===== src/core/clock_select_defines.svh =====
// Constants of the serial channel clock selector: register map, field
// positions, reset values and counter widths.
// Assumes inclusion by the package and the design modules only.
`ifndef CLOCK_SELECT_DEFINES_SVH
`define CLOCK_SELECT_DEFINES_SVH

`define ADDR_CLOCK_MODE_CONFIG 8'h00
`define ADDR_CLOCK_OPTION_CONFIG 8'h04
`define ADDR_CHANNEL_BASE_CONFIG 8'h08
`define ADDR_BAUD_DIVIDER_VALUE 8'h0C
`define ADDR_RECEIVE_SLOT_WIDTH 8'h10
`define ADDR_TRANSMIT_SLOT_WIDTH 8'h14
`define ADDR_RECEIVE_SLOT_ASSIGN 8'h18
`define ADDR_TRANSMIT_SLOT_ASSIGN 8'h1C
`define ADDR_CLOCK_STATUS 8'h20

`define OPT_SOURCE_SELECT 0
`define OPT_TRANSMIT_OUTPUT 1
`define OPT_TRANSMIT_SHIFT_LSB 2
`define OPT_RECEIVE_SHIFT_LSB 3
`define MODE_ONE_INSERTION 3
`define BASE_MASTER_CLOCK 0

`define RESET_MODE 3'h0
`define RESET_OPTION 4'h0
`define RESET_DIVIDER 11'h000
`define RESET_SLOT_WIDTH 8'h07
`define RESET_SLOT_ASSIGN 8'h00

// Code 1024 is needed to reach the divide-by-2048 end of the range
`define DIVIDER_BITS 11
`define SLOT_COUNT_BITS 10
`define RECOVERY_PERIOD 4'hF
`define RECOVERY_SAMPLE 4'h7

`endif


===== src/core/clock_select_pkg.sv =====
// Types shared by the clock selector modules.
// Assumes the constants header sits beside it.
`include "clock_select_defines.svh"

package clock_select_pkg;

  typedef enum logic [2:0] {
    MODE_EXTERNAL = 3'b000,
    MODE_STROBES = 3'b001,
    MODE_RECOVER_RX = 3'b010,
    MODE_RECOVER_BOTH = 3'b011,
    MODE_OSCILLATOR = 3'b100,
    MODE_TIME_SLOT = 3'b101,
    MODE_OSC_RECOVER_RX = 3'b110,
    MODE_OSC_RECOVER_BOTH = 3'b111
  } clock_mode_type;

  typedef struct packed {
    clock_mode_type mode;
    logic source_select;
    logic transmit_clock_output_enable;
    logic master_clock_enable;
  } clock_setup_type;

  typedef struct packed {
    logic receive_clock_pin;
    logic transmit_clock_pin;
    logic crystal_input_pin;
    logic carrier_strobe_pin;
    logic receive_data_pin;
  } pin_group_type;

endpackage : clock_select_pkg


===== src/core/baud_generator.sv =====
// Programmable baud generator: divides a stream of source ticks.
// Assumes source_tick is a one-cycle pulse on clock; divisor 1,2,4,6..2048.
`timescale 1ns/1ps
`include "clock_select_defines.svh"

module baud_generator
  import clock_select_pkg::*;
(
  input wire logic clock,
  input wire logic reset,
  input wire logic source_tick,
  input wire logic [`DIVIDER_BITS-1:0] baud_divider_value,
  output logic tick
);

  logic [`DIVIDER_BITS:0] count;
  logic [`DIVIDER_BITS:0] terminal;

  // Code 0 divides by one, code k by 2k
  assign terminal = (baud_divider_value == '0) ? '0 :
                    {baud_divider_value, 1'b0} - {{`DIVIDER_BITS{1'b0}}, 1'b1};

  always_ff @(posedge clock) begin
    if (reset) begin
      count <= '0;
      tick <= 1'b0;
    end else begin
      tick <= 1'b0;
      if (source_tick) begin
        if (count >= terminal) begin
          count <= '0;
          tick <= 1'b1;
        end else begin
          count <= count + {{`DIVIDER_BITS{1'b0}}, 1'b1};
        end
      end
    end
  end
endmodule : baud_generator


===== src/core/serial_channel_clock_select.sv =====
// Clock selection for one serial channel: picks receive, transmit and system
// bit ticks among pins, crystal, baud generator and clock recovery.
// Assumes an APB master on clock; all pins are asynchronous to clock and are
// turned into one-cycle ticks on their rising edges.
//
// Behaviour
// - Eight clock modes chosen by the mode field fix sources and pin use.
// - Each channel has its own baud generator and recovery loop.
// - Recovery loop is fed by baud generator; divisor 1, 2, 4, 6..2048.
// - System tick follows transmit clock, or master clock when enabled outside mode 5.
// - Outside mode 5, master clock enable takes system tick from the crystal input.
// - Bit ticks stay on their own sources while master clock runs.
// - Mode 0: receive from pin; transmit from pin or crystal baud.
// - Mode 1: receive pin clocks both ways, gated by per-bit strobes.
// - Strobes of mode 1 also mark byte alignment.
// - Mode 2: recovered receive; transmit from pin or baud over 16.
// - Mode 3: both from recovery, or both from baud when select set.
// - Mode 4: both directions straight from the crystal.
// - Transmit clock pin drives only in output modes with enable set.
// - Mode 5: common pin clock, windows of 1 to 256 bits.
// - Mode 5: 64 slots, shift 0..7 and shift lsb make 9 bits.
// - Mode 5: window opens 1 to 512 periods after frame sync.
// - Mode 5: transmit clock pin low exactly during transmit window.
// - Mode 6 is mode 2 with baud generator fed by crystal.
// - Mode 7 is mode 3 with baud generator fed by crystal.
//
// The APB register port and the register offsets were left to the implementer.
`timescale 1ns/1ps
`include "clock_select_defines.svh"

module serial_channel_clock_select
  import clock_select_pkg::*;
(
  input wire logic clock,
  input wire logic reset,
  input wire logic psel,
  input wire logic penable,
  input wire logic pwrite,
  input wire logic [7:0] paddr,
  input wire logic [31:0] pwdata,
  output logic [31:0] prdata,
  output logic pready,
  output logic pslverr,
  input wire pin_group_type pins,
  output logic transmit_clock_pin_out,
  output logic transmit_clock_pin_oe,
  output logic receive_bit_tick,
  output logic transmit_bit_tick,
  output logic system_tick,
  output logic receive_window,
  output logic transmit_window,
  output logic receive_align,
  output logic transmit_align,
  output logic crystal_source_enable
);

  // Registers
  logic [3:0] clock_mode_config;
  logic [3:0] clock_option_config;
  logic [0:0] channel_base_config;
  logic [`DIVIDER_BITS-1:0] baud_divider_value;
  logic [7:0] receive_slot_width;
  logic [7:0] transmit_slot_width;
  logic [7:0] receive_slot_assign;
  logic [7:0] transmit_slot_assign;

  clock_setup_type requested;
  clock_setup_type active;
  pin_group_type sync_first;
  pin_group_type sync_second;
  pin_group_type sync_last;
  pin_group_type rise;

  logic mapped;
  logic [31:0] next_prdata;
  logic brg_source_tick;
  logic brg_tick;
  logic [3:0] brg16_count;
  logic brg16_tick;
  logic [3:0] recovery_count;
  logic recovery_tick;
  logic next_rx_tick;
  logic next_tx_tick;
  logic any_tick;
  logic master_effective;
  logic [`SLOT_COUNT_BITS-1:0] slot_count;
  logic [8:0] rx_location;
  logic [8:0] tx_location;
  logic [`SLOT_COUNT_BITS-1:0] rx_open;
  logic [`SLOT_COUNT_BITS-1:0] tx_open;
  logic [`SLOT_COUNT_BITS-1:0] rx_close;
  logic [`SLOT_COUNT_BITS-1:0] tx_close;
  logic next_rx_window;
  logic next_tx_window;
  logic output_mode;
  logic output_source;
  logic frame_sync;

  // APB slave, no wait state: answer registered in the setup cycle
  always_comb begin
    mapped = 1'b1;
    next_prdata = 32'h0000_0000;
    case (paddr)
      `ADDR_CLOCK_MODE_CONFIG: next_prdata[3:0] = clock_mode_config;
      `ADDR_CLOCK_OPTION_CONFIG: next_prdata[3:0] = clock_option_config;
      `ADDR_CHANNEL_BASE_CONFIG: next_prdata[0] = channel_base_config[0];
      `ADDR_BAUD_DIVIDER_VALUE: next_prdata[`DIVIDER_BITS-1:0] = baud_divider_value;
      `ADDR_RECEIVE_SLOT_WIDTH: next_prdata[7:0] = receive_slot_width;
      `ADDR_TRANSMIT_SLOT_WIDTH: next_prdata[7:0] = transmit_slot_width;
      `ADDR_RECEIVE_SLOT_ASSIGN: next_prdata[7:0] = receive_slot_assign;
      `ADDR_TRANSMIT_SLOT_ASSIGN: next_prdata[7:0] = transmit_slot_assign;
      `ADDR_CLOCK_STATUS: next_prdata[7:0] = {receive_window, transmit_window,
                                              master_effective, active.source_select,
                                              1'b0, active.mode};
      default: mapped = 1'b0;
    endcase
  end

  always_ff @(posedge clock) begin
    if (reset) begin
      pready <= 1'b0;
      pslverr <= 1'b0;
      prdata <= 32'h0000_0000;
    end else begin
      pready <= psel && !penable && !pready;
      pslverr <= psel && !penable && !pready && !mapped;
      if (psel && !penable) begin
        prdata <= pwrite ? 32'h0000_0000 : next_prdata;
      end
    end
  end

  always_ff @(posedge clock) begin
    if (reset) begin
      clock_mode_config <= {1'b0, `RESET_MODE};
      clock_option_config <= `RESET_OPTION;
      channel_base_config <= 1'b0;
      baud_divider_value <= `RESET_DIVIDER;
      receive_slot_width <= `RESET_SLOT_WIDTH;
      transmit_slot_width <= `RESET_SLOT_WIDTH;
      receive_slot_assign <= `RESET_SLOT_ASSIGN;
      transmit_slot_assign <= `RESET_SLOT_ASSIGN;
    end else if (psel && penable && pready && pwrite) begin
      case (paddr)
        `ADDR_CLOCK_MODE_CONFIG: clock_mode_config <= pwdata[3:0];
        `ADDR_CLOCK_OPTION_CONFIG: clock_option_config <= pwdata[3:0];
        `ADDR_CHANNEL_BASE_CONFIG: channel_base_config <= pwdata[0:0];
        `ADDR_BAUD_DIVIDER_VALUE: baud_divider_value <= pwdata[`DIVIDER_BITS-1:0];
        `ADDR_RECEIVE_SLOT_WIDTH: receive_slot_width <= pwdata[7:0];
        `ADDR_TRANSMIT_SLOT_WIDTH: transmit_slot_width <= pwdata[7:0];
        `ADDR_RECEIVE_SLOT_ASSIGN: receive_slot_assign <= pwdata[7:0];
        `ADDR_TRANSMIT_SLOT_ASSIGN: transmit_slot_assign <= pwdata[7:0];
        default: ;
      endcase
    end
  end

  // Pin synchronisers; edges are taken between the second and last stages
  always_ff @(posedge clock) begin
    if (reset) begin
      sync_first <= '0;
      sync_second <= '0;
      sync_last <= '0;
    end else begin
      sync_first <= pins;
      sync_second <= sync_first;
      sync_last <= sync_second;
    end
  end

  assign rise = sync_second & ~sync_last;
  assign frame_sync = rise.carrier_strobe_pin;

  // Setup takes effect only in a cycle with no source tick, so no tick is
  // ever cut short or doubled by a mux change
  assign requested.mode = clock_mode_type'(clock_mode_config[2:0]);
  assign requested.source_select = clock_option_config[`OPT_SOURCE_SELECT];
  assign requested.transmit_clock_output_enable = clock_option_config[`OPT_TRANSMIT_OUTPUT];
  assign requested.master_clock_enable = channel_base_config[`BASE_MASTER_CLOCK];
  assign any_tick = |rise || brg_tick || recovery_tick;

  always_ff @(posedge clock) begin
    if (reset) begin
      active <= '0;
    end else if (!any_tick) begin
      active <= requested;
    end
  end

  // Baud source: crystal in modes 0, 4, 6, 7; receive clock pin otherwise
  always_comb begin
    case (active.mode)
      MODE_EXTERNAL, MODE_OSCILLATOR, MODE_OSC_RECOVER_RX,
      MODE_OSC_RECOVER_BOTH: brg_source_tick = rise.crystal_input_pin;
      default: brg_source_tick = rise.receive_clock_pin;
    endcase
  end

  baud_generator baud_generator_unit (
    .clock(clock),
    .reset(reset),
    .source_tick(brg_source_tick),
    .baud_divider_value(baud_divider_value),
    .tick(brg_tick)
  );

  // Baud output over 16 for the transmit side
  always_ff @(posedge clock) begin
    if (reset) begin
      brg16_count <= 4'h0;
    end else if (brg_tick) begin
      brg16_count <= brg16_count + 4'h1;
    end
  end

  assign brg16_tick = brg_tick && (brg16_count == `RECOVERY_PERIOD);

  // Clock recovery: 16 references per bit, sample mid-bit, re-phase on a
  // data edge; a second edge inside the same bit is treated as a spike
  logic edge_seen;

  always_ff @(posedge clock) begin
    if (reset) begin
      recovery_count <= 4'h0;
      edge_seen <= 1'b0;
    end else begin
      if ((sync_second.receive_data_pin != sync_last.receive_data_pin) && !edge_seen) begin
        recovery_count <= 4'h0;
        edge_seen <= 1'b1;
      end else if (brg_tick) begin
        recovery_count <= recovery_count + 4'h1;
        if (recovery_count == `RECOVERY_PERIOD) begin
          edge_seen <= 1'b0;
        end
      end
    end
  end

  assign recovery_tick = brg_tick && (recovery_count == `RECOVERY_SAMPLE);

  // Bit tick selection per mode
  always_comb begin
    next_rx_tick = 1'b0;
    next_tx_tick = 1'b0;
    output_mode = 1'b0;
    output_source = 1'b0;
    case (active.mode)
      MODE_EXTERNAL: begin
        next_rx_tick = rise.receive_clock_pin;
        next_tx_tick = active.source_select ? brg_tick : rise.transmit_clock_pin;
        output_mode = active.source_select;
        output_source = brg_tick;
      end
      MODE_STROBES: begin
        next_rx_tick = rise.receive_clock_pin && sync_second.carrier_strobe_pin;
        next_tx_tick = rise.receive_clock_pin && sync_second.transmit_clock_pin;
      end
      MODE_RECOVER_RX, MODE_OSC_RECOVER_RX: begin
        next_rx_tick = recovery_tick;
        next_tx_tick = active.source_select ? brg16_tick : rise.transmit_clock_pin;
        output_mode = active.source_select;
        output_source = brg16_tick;
      end
      MODE_RECOVER_BOTH, MODE_OSC_RECOVER_BOTH: begin
        next_rx_tick = active.source_select ? brg_tick : recovery_tick;
        next_tx_tick = next_rx_tick;
        output_mode = 1'b1;
        output_source = next_rx_tick;
      end
      MODE_OSCILLATOR: begin
        next_rx_tick = rise.crystal_input_pin;
        next_tx_tick = rise.crystal_input_pin;
        output_mode = 1'b1;
        output_source = rise.crystal_input_pin;
      end
      MODE_TIME_SLOT: begin
        next_rx_tick = rise.receive_clock_pin && receive_window;
        next_tx_tick = rise.receive_clock_pin && transmit_window;
      end
      default: ;
    endcase
  end

  // Master clock is refused in time-slot mode
  assign master_effective = active.master_clock_enable && (active.mode != MODE_TIME_SLOT);

  always_ff @(posedge clock) begin
    if (reset) begin
      receive_bit_tick <= 1'b0;
      transmit_bit_tick <= 1'b0;
      system_tick <= 1'b0;
      crystal_source_enable <= 1'b0;
    end else begin
      receive_bit_tick <= next_rx_tick;
      transmit_bit_tick <= next_tx_tick;
      system_tick <= master_effective ? rise.crystal_input_pin : next_tx_tick;
      crystal_source_enable <= master_effective ||
                               (active.mode == MODE_OSCILLATOR ||
                                active.mode == MODE_OSC_RECOVER_RX ||
                                active.mode == MODE_OSC_RECOVER_BOTH ||
                                (active.mode == MODE_EXTERNAL && active.source_select));
    end
  end

  // Time-slot windows: count receive clock periods since frame sync
  assign rx_location = {receive_slot_assign, clock_option_config[`OPT_RECEIVE_SHIFT_LSB]};
  assign tx_location = {transmit_slot_assign, clock_option_config[`OPT_TRANSMIT_SHIFT_LSB]};
  assign rx_open = {1'b0, rx_location} + `SLOT_COUNT_BITS'(1);
  assign tx_open = {1'b0, tx_location} + `SLOT_COUNT_BITS'(1);
  assign rx_close = rx_open + {2'b00, receive_slot_width};
  assign tx_close = tx_open + {2'b00, transmit_slot_width};

  always_ff @(posedge clock) begin
    if (reset) begin
      slot_count <= '1;
    end else if (frame_sync) begin
      slot_count <= '0;
    end else if (rise.receive_clock_pin && slot_count != '1) begin
      slot_count <= slot_count + `SLOT_COUNT_BITS'(1);
    end
  end

  assign next_rx_window = (active.mode == MODE_TIME_SLOT) &&
                          (slot_count >= rx_open) && (slot_count <= rx_close) &&
                          (slot_count != '1);
  assign next_tx_window = (active.mode == MODE_TIME_SLOT) &&
                          (slot_count >= tx_open) && (slot_count <= tx_close) &&
                          (slot_count != '1);

  always_ff @(posedge clock) begin
    if (reset) begin
      receive_window <= 1'b0;
      transmit_window <= 1'b0;
      receive_align <= 1'b0;
      transmit_align <= 1'b0;
    end else begin
      receive_window <= next_rx_window;
      transmit_window <= next_tx_window;
      receive_align <= (next_rx_window && !receive_window) ||
                       (active.mode == MODE_STROBES && rise.carrier_strobe_pin);
      transmit_align <= (next_tx_window && !transmit_window) ||
                        (active.mode == MODE_STROBES && rise.transmit_clock_pin);
    end
  end

  // Transmit clock pin: pulse per output tick, or slot indication in mode 5
  always_ff @(posedge clock) begin
    if (reset) begin
      transmit_clock_pin_out <= 1'b1;
      transmit_clock_pin_oe <= 1'b0;
    end else if (active.mode == MODE_TIME_SLOT) begin
      transmit_clock_pin_out <= !next_tx_window;
      transmit_clock_pin_oe <= active.transmit_clock_output_enable;
    end else begin
      transmit_clock_pin_out <= output_source;
      transmit_clock_pin_oe <= output_mode && active.transmit_clock_output_enable;
    end
  end
endmodule : serial_channel_clock_select

===== config.mk =====
export PLATFORM = sky130hd
export DESIGN_NAME = serial_channel_clock_select
export DESIGN_NICKNAME = d
export VERILOG_FILES = /design/src/core/clock_select_pkg.sv /design/src/core/baud_generator.sv /design/src/core/serial_channel_clock_select.sv
export VERILOG_INCLUDE_DIRS = /design/src /design/src/core
export SDC_FILE = /design/constraint.sdc
export NUM_CORES = 1
export LEC_CHECK = 0
export BUFFER_PORTS_ARGS = -buffer_cell sky130_fd_sc_hd__buf_2
export CAP_MARGIN = 20
export CORE_UTILIZATION = 59
export CTS_CLUSTER_DIAMETER = 120
export DETAILED_ROUTE_END_ITERATION = 8
export PLACE_DENSITY = 0.83
export SLEW_MARGIN = 10
export SYNTH_ARGS = -nofsm -noshare
export SYNTH_HDL_FRONTEND = slang
export SYNTH_SLANG_ARGS = --single-unit

===== constraint.sdc =====
create_clock -name clock -period 3.9 [get_ports clock]
set_input_delay 0.39 -clock clock [delete_from_list [all_inputs] [get_ports clock]]
set_output_delay 0.39 -clock clock [all_outputs]
set_load 0.005 [all_outputs]

==> summary.txt, run 1 <==
Run status -> complete, no violations
Setup violators final -> 0
Min-delay src -> pins[4]
Setup ws final -> 0.254 ns
Quantity of I/O buffers inserted on ports -> 51
Dpl hpwl -> 14700 um
Die height -> 118 um
EDFF count, synth -> 0
Wire per inst -> 16.9 um
Initial antenna violation count -> 1
Area of the die -> 14000 um2
Commonest cells in the netlist -> dfxtp_1, nor2_1, nand2_1, ha_1, a21oi_1
Gr ovfl total -> 0
Max rail drop VDD -> 0.332 mV
Antenna viol nets, final -> 0
Initial Util -> 60.4%
Largest net degree at the start of global routing -> 41
Fin. max-slew vios -> 0
Critical Path Start Type -> flip-flop
Biggest area consumer among synthesized cells -> dfxtp_1
Max-Cap Viols -> 0
Hold Vio Cnt, Final -> 0
Mean Syn Cell Area -> 8.34 um2
# diodes -> 0
Die W -> 118 um
Crit-path cells -> ha_1 -> nand3_1 -> xnor2_1 -> ha_1 -> nand3_1 -> o211ai_1 -> o41ai_2 -> nand2b_1 -> a21oi_1 -> xor2_1 -> ha_1 -> nand3_1 -> nor2_1 -> a21oi_1 -> o21ai_0 -> o22ai_1
Fill cell count -> 1078
Std cell rows -> 42
Crit. End Element -> flip-flop
Number of remaining DRC errors -> 0
Relative max-transition margin -> 41.6%
Area Overhead vs Synth -> 10.9%
Reg2reg setup slack -> 0.25 ns
Top-count cell post-synth -> dfxtp_1
Yosys reg bits -> 128
First-pass GRT wire length -> 32200 um
Post-Synthesis Cell Area -> 7960 um2
Top post-synthesis cells by area -> dfxtp_1, ha_1, mux2i_1
Total wire length -> 20100 um
Slew @ Worst Pin -> 0.870 ns
CTS Buffer Depth -> 2
Clock slew at the register clock pins of the worst setup and hold paths -> 0.06 ns
Fmax -> 274 MHz
Dpl cell area -> 8240 um2
Core area -> 13200 um2
Total GRT Usage -> 29.3%
TritonRoute pass-1 iters -> 5
Sequential fraction of the synthesis area -> 32.2%
Hold Path Sink -> sync_first[4]
Worst-path fanout max -> 5
Via count -> 7064
Num CTS Buffers -> 17
CTS tree -> done
Design area -> 8830 um2
Critical Path AT -> 3.95 ns
Synth warn -> 0
Initial detailed-routing violation count -> 739
GPL Wtd Cong -> 0.985
Fraction of layout cells with a size suffix above 1 -> 10.9%
Distinct cells, synth -> 70
Fin crit period -> 3.65 ns
Leakage -> 3.73 nW
I/O pin count -> 94
Final #Nets -> 1125
Worst min path class -> in -> reg
Pre-CTS setup slack -> 0.158 ns
Cell family with most CP delay -> compound AO/OA/AOI/OAI gates
Area share of the largest cell type after synthesis -> 32.2%
Post-layout util -> 66.9%
Sequential cell area -> 2560 um2
# H-tree levels -> 4
Reg2reg path depth -> 16
CTS Root Cell -> clkbuf_16
WS Path Type -> reg -> reg
Clk_skew -> 0.00694 ns
Launch point of the worst reg-to-reg path -> receive_slot_assign[0]
Post-Synthesis Cells -> 955
Final period util -> 93.5%
Worst EP required -> 4.20 ns
Hold Slack -> 0.165 ns
Async SR Flop Fraction -> 0%
Hold Path Cell Cnt -> 2
Worst r2r dst -> receive_align
Later-pin clock latency in the skew report -> 0.43 ns
Clk sinks -> 128
CP bufs+invs -> 0
Vias per inst -> 5.96
Design Power -> 3.11 mW
CP peak stage delay -> 0.42 ns
Vias in the first global route -> 6491
Multi-input combinational cell area -> 5010 um2
PD cells -> 352 nW/um2
Slowest cell on crit path -> dfxtp_1
Post-synth top flop -> dfxtp_1
[logic make-up after synthesis]
| group | synth area share (%) |
|---|---|
| AND/OR/NAND/NOR | 21.8 |
| AO/OA/AOI/OAI | 14.4 |
| flip-flops | 32.2 |
| buffers and inverters | 6.13 |
| adder cells (fa/ha/maj) | 12.6 |
| XOR/XNOR | 6.49 |
| multiplexers | 6.32 |
| other | 0.0471 |
[layout make-up]
| class | instances | area share [%] |
|---|---|---|
| Multi-Input combinational cell | 744 | 56.7 |
| Sequential cell | 128 | 29.1 |
| Clock buffer | 17 | 4.82 |
| Timing Repair Buffer | 57 | 3.40 |
| Tap cell | 176 | 2.49 |
| Inverter | 48 | 2.04 |
| Clock inverter | 15 | 1.45 |
[flip-flops by register name (all words and copies together), names as in the netlist, 5 cells and up]
signal,count
prdata,11
receive_slot_assign,8
baud_divider_value,11
sync_first,5
receive_slot_width,8
baud_generator_unit.count,12
sync_second,5
transmit_slot_assign,8
transmit_slot_width,8
sync_last,5
active,6
slot_count,10
[metal layers]
layer | routed length (um) | track usage, % | vias to the layer above
met1 | 8860 | 39.5 | 3246
met2 | 8920 | 45.1 | 326
met5 | 0 | 0 | -
li1 | - | - | 3422
met3 | 1550 | 6.08 | 70
met4 | 720 | 13.1 | 0
[layout by cell type (no fill, tap or decap), types with 6 or more instances in the layout]
| cell type | netlist | final |
|---|---|---|
| clkbuf_16 | 0 | 17 |
| xnor2_1 | 25 | 25 |
| xor2_1 | 34 | 33 |
| nor2b_1 | 23 | 23 |
| a31oi_1 | 10 | 10 |
| ha_1 | 77 | 76 |
| buf_4 | 22 | 6 |
| inv_1 | 48 | 48 |
| o21ai_0 | 36 | 34 |
| nor2_1 | 113 | 113 |
| dfxtp_1 | 128 | 126 |
| nand2_1 | 86 | 86 |
| nor4_1 | 6 | 6 |
| conb_1 | 1 | 21 |
| mux2i_1 | 48 | 48 |
| and3_1 | 9 | 9 |
| nand2b_1 | 10 | 10 |
| a22oi_1 | 8 | 8 |
| nand4_1 | 21 | 21 |
| o211ai_1 | 9 | 9 |
| nand3_1 | 38 | 38 |
| a21oi_1 | 62 | 62 |
| buf_2 | 3 | 51 |
| nor3_1 | 18 | 17 |
[where the power goes]
part	internal (mW)	switching, mW
clock	0.829	0.654
sequential	1.33	0.0375
combinational	0.0991	0.156
total	2.26	0.848
[per-stage QoR]
step,TNS (ns),instances
floorplan,0,975
detailed placement,0,1152
global placement,0,1152
global route,-0.00717,1185
CTS,0,1184
finish,0,1185
[worst max path at each step]
stage | end | slack [ns] | from | cells after the start
floorplan | transmit_clock_pin_out | 0.72 | clock_option_config[2] | 16
global placement | transmit_clock_pin_out | 0.24 | clock_option_config[2] | 16
detailed placement | transmit_clock_pin_out | 0.16 | clock_option_config[2] | 16
CTS | transmit_clock_pin_out | 0.13 | clock_option_config[2] | 16
global route | transmit_clock_pin_out | -0.007 | transmit_slot_assign[0] | 17
finish | receive_align | 0.25 | receive_slot_assign[0] | 16
[worst register-to-register path, cell delays in order, from the launching register on]
cell and delay, ns:
dfxtp_1 0.42, ha_1 0.26, nand3_1 0.16, xnor2_1 0.27, ha_1 0.33, nand3_1 0.10
o211ai_1 0.13, o41ai_2 0.32, nand2b_1 0.16, a21oi_1 0.08, xor2_1 0.17, ha_1 0.30
nand3_1 0.10, nor2_1 0.11, a21oi_1 0.07, o21ai_0 0.39, o22ai_1 0.13
[repair_timing]
action,4_1_cts,5_1_grt
setup buffers,0,1
hold endpoints to repair,0,0
endpoints found under the setup margin,0,4
gates resized for setup,0,7
hold buffers,0,0
(Power assumes the default switching activity.)
==> inputs of run 2 (changes only) <==
- CORE_UTILIZATION: 59 -> 55
- PLACE_DENSITY: 0.83 -> 0.78
==> run 2 against run 1 <==
Effect of this change: clock skew about the same; utilization decreased by 3.6 points; non-clock buffer count unchanged; highest routed layer unchanged; maximum frequency decreased by 1.5%; combinational power about the same; count of clock-buffer cells in the layout increased by 1; critical path type unchanged; register-to-register slack got worse by 0.05 ns; via count increased by 0.11%; critical path depth unchanged; cell count increased by 0.34%; global-route usage decreased by 1.9 points.
==> summary.txt, run 2 (same netlist as run 1, synthesis figures left out) <==
Run status -> complete, no violations
Later-pin clock latency in the skew report -> 0.42 ns
Slew @ Worst Pin -> 0.979 ns
Die W -> 122 um
Slowest cell on crit path -> dfxtp_2
Vias in the first global route -> 6416
I/O pin count -> 94
Relative max-transition margin -> 34.7%
Fraction of layout cells with a size suffix above 1 -> 10.7%
Worst-path fanout max -> 5
Critical Path AT -> 4.02 ns
Clk_skew -> 0.00698 ns
Std cell rows -> 43
First-pass GRT wire length -> 31800 um
Clock slew at the register clock pins of the worst setup and hold paths -> 0.06 ns
CP peak stage delay -> 0.37 ns
Setup crit start -> clock_option_config[2]
Largest register FFs -> 12
Antenna viol nets, final -> 0
Setup violators final -> 0
Die height -> 122 um
TritonRoute pass-1 iters -> 7
Largest regs -> baud_generator_unit.count: 12 flops, baud_divider_value: 11 flops, prdata: 11 flops
GPL Wtd Cong -> 0.929
CP endpoint -> transmit_clock_pin_out
Final period util -> 94.9%
Fin crit period -> 3.70 ns
Initial antenna violation count -> 0
Total wire length -> 20000 um
Largest net degree at the start of global routing -> 96
Fin. max-slew vios -> 0
Cell count after placement -> 1155
Dpl cell area -> 8240 um2
Vias per inst -> 5.95
Post-layout util -> 63.3%
Worst EP required -> 4.22 ns
Total GRT Usage -> 27.4%
CTS tree -> done
Quantity of I/O buffers inserted on ports -> 51
Crit-path cells -> ha_2 -> nand3_1 -> nor2_1 -> xor2_1 -> ha_1 -> or3_1 -> o221a_2 -> a21oi_1 -> nor2_1 -> xor2_1 -> ha_1 -> a21oi_1 -> o21ai_0 -> o21ai_0 -> nand4b_1 -> a41o_1
Leakage -> 3.74 nW
Core area -> 14000 um2
Via count -> 7072
Critical Path Start Type -> flip-flop
Non-filler cells, final -> 1189
RSZ-0062 raised after global routing -> no
Commonest non-fill, non-tap cells in the layout -> dfxtp_1, nor2_1, nand2_1
Hold Vio Cnt, Final -> 0
Hold Slack -> 0.171 ns
Gr ovfl total -> 0
Crit. End Element -> flip-flop
Reg2reg setup slack -> 0.20 ns
Pre-CTS setup slack -> 0.170 ns
Max rail drop VDD -> 0.333 mV
Max-Cap Viols -> 0
Launch point of the worst reg-to-reg path -> clock_option_config[2]
Initial detailed-routing violation count -> 641
Fmax -> 270 MHz
Design Power -> 3.21 mW
Final #Nets -> 1125
Clk sinks -> 128
Area Overhead vs Synth -> 11.2%
Worst r2r dst -> transmit_clock_pin_out
CTS Root Cell -> clkbuf_16
CTS Buffer Depth -> 2
Worst min path class -> in -> reg
Setup TNS -> 0 ns
# diodes -> 0
Reg2reg path depth -> 16
Initial Util -> 56.9%
WS Path Type -> reg -> reg
Number of remaining DRC errors -> 0
# H-tree levels -> 4
Reg with most FFs -> baud_generator_unit.count
Commonest non-fill, non-tap cell in the layout -> dfxtp_1
Wire per inst -> 16.8 um
Setup ws final -> 0.200 ns
Min-delay src -> pins[4]
Area of the die -> 15000 um2
PD cells -> 362 nW/um2
Dpl hpwl -> 14500 um
Design area -> 8850 um2
Num CTS Buffers -> 17
run 2: worst min path at each step:
stage,to,slack [ns],depth (start not counted)
floorplan,sync_second[0],0.41,1
global placement,sync_second[4],0.42,1
detailed placement,sync_second[1],0.43,1
CTS,sync_first[1],0.17,2
global route,sync_first[0],0.17,2
finish,sync_first[4],0.17,2
run 2: timing repair:
action,CTS,global route
endpoints found under the setup margin,0,4
gates resized for setup,0,7
hold buffers,0,0
buffers inserted,0,1
endpoints found under the hold margin,0,0
run 2: where the power goes:
group	internal [mW]	switching [mW]	leakage [nW]
Clock	0.950	0.638	0.274
Sequential	1.33	0.0369	1.04
Combinational	0.0982	0.154	2.43
run 2: layer usage:
layer	routed length (um)	global-route usage, %	vias up	share of wire, %
li1	-	-	3428	-
met1	8860	36.7	3293	44
met2	8920	42.6	305	45
met3	1610	5.90	46	8.1
met4	590	11.0	0	3.0
met5	0	0	-	0
run 2: cell type report:
| cell class | count | area, um2 |
|---|---|---|
| fill | 1200 | 5140 |
| clock buffer | 18 | 429 |
| sequential | 128 | 2570 |
| multi-input combinational | 744 | 5000 |
| tap | 180 | 225 |
| timing repair buffer | 57 | 298 |
| clock inverter | 14 | 156 |
| inverter | 48 | 180 |
run 2: worst max-delay path: cells and delay by family (launching register included):
family | cells | cell delay, ns
fa+ha+maj | 3 | 0.77
compound gates | 6 | 1.21
flops | 1 | 0.37
simple gates | 5 | 0.99
xor+xnor | 2 | 0.25
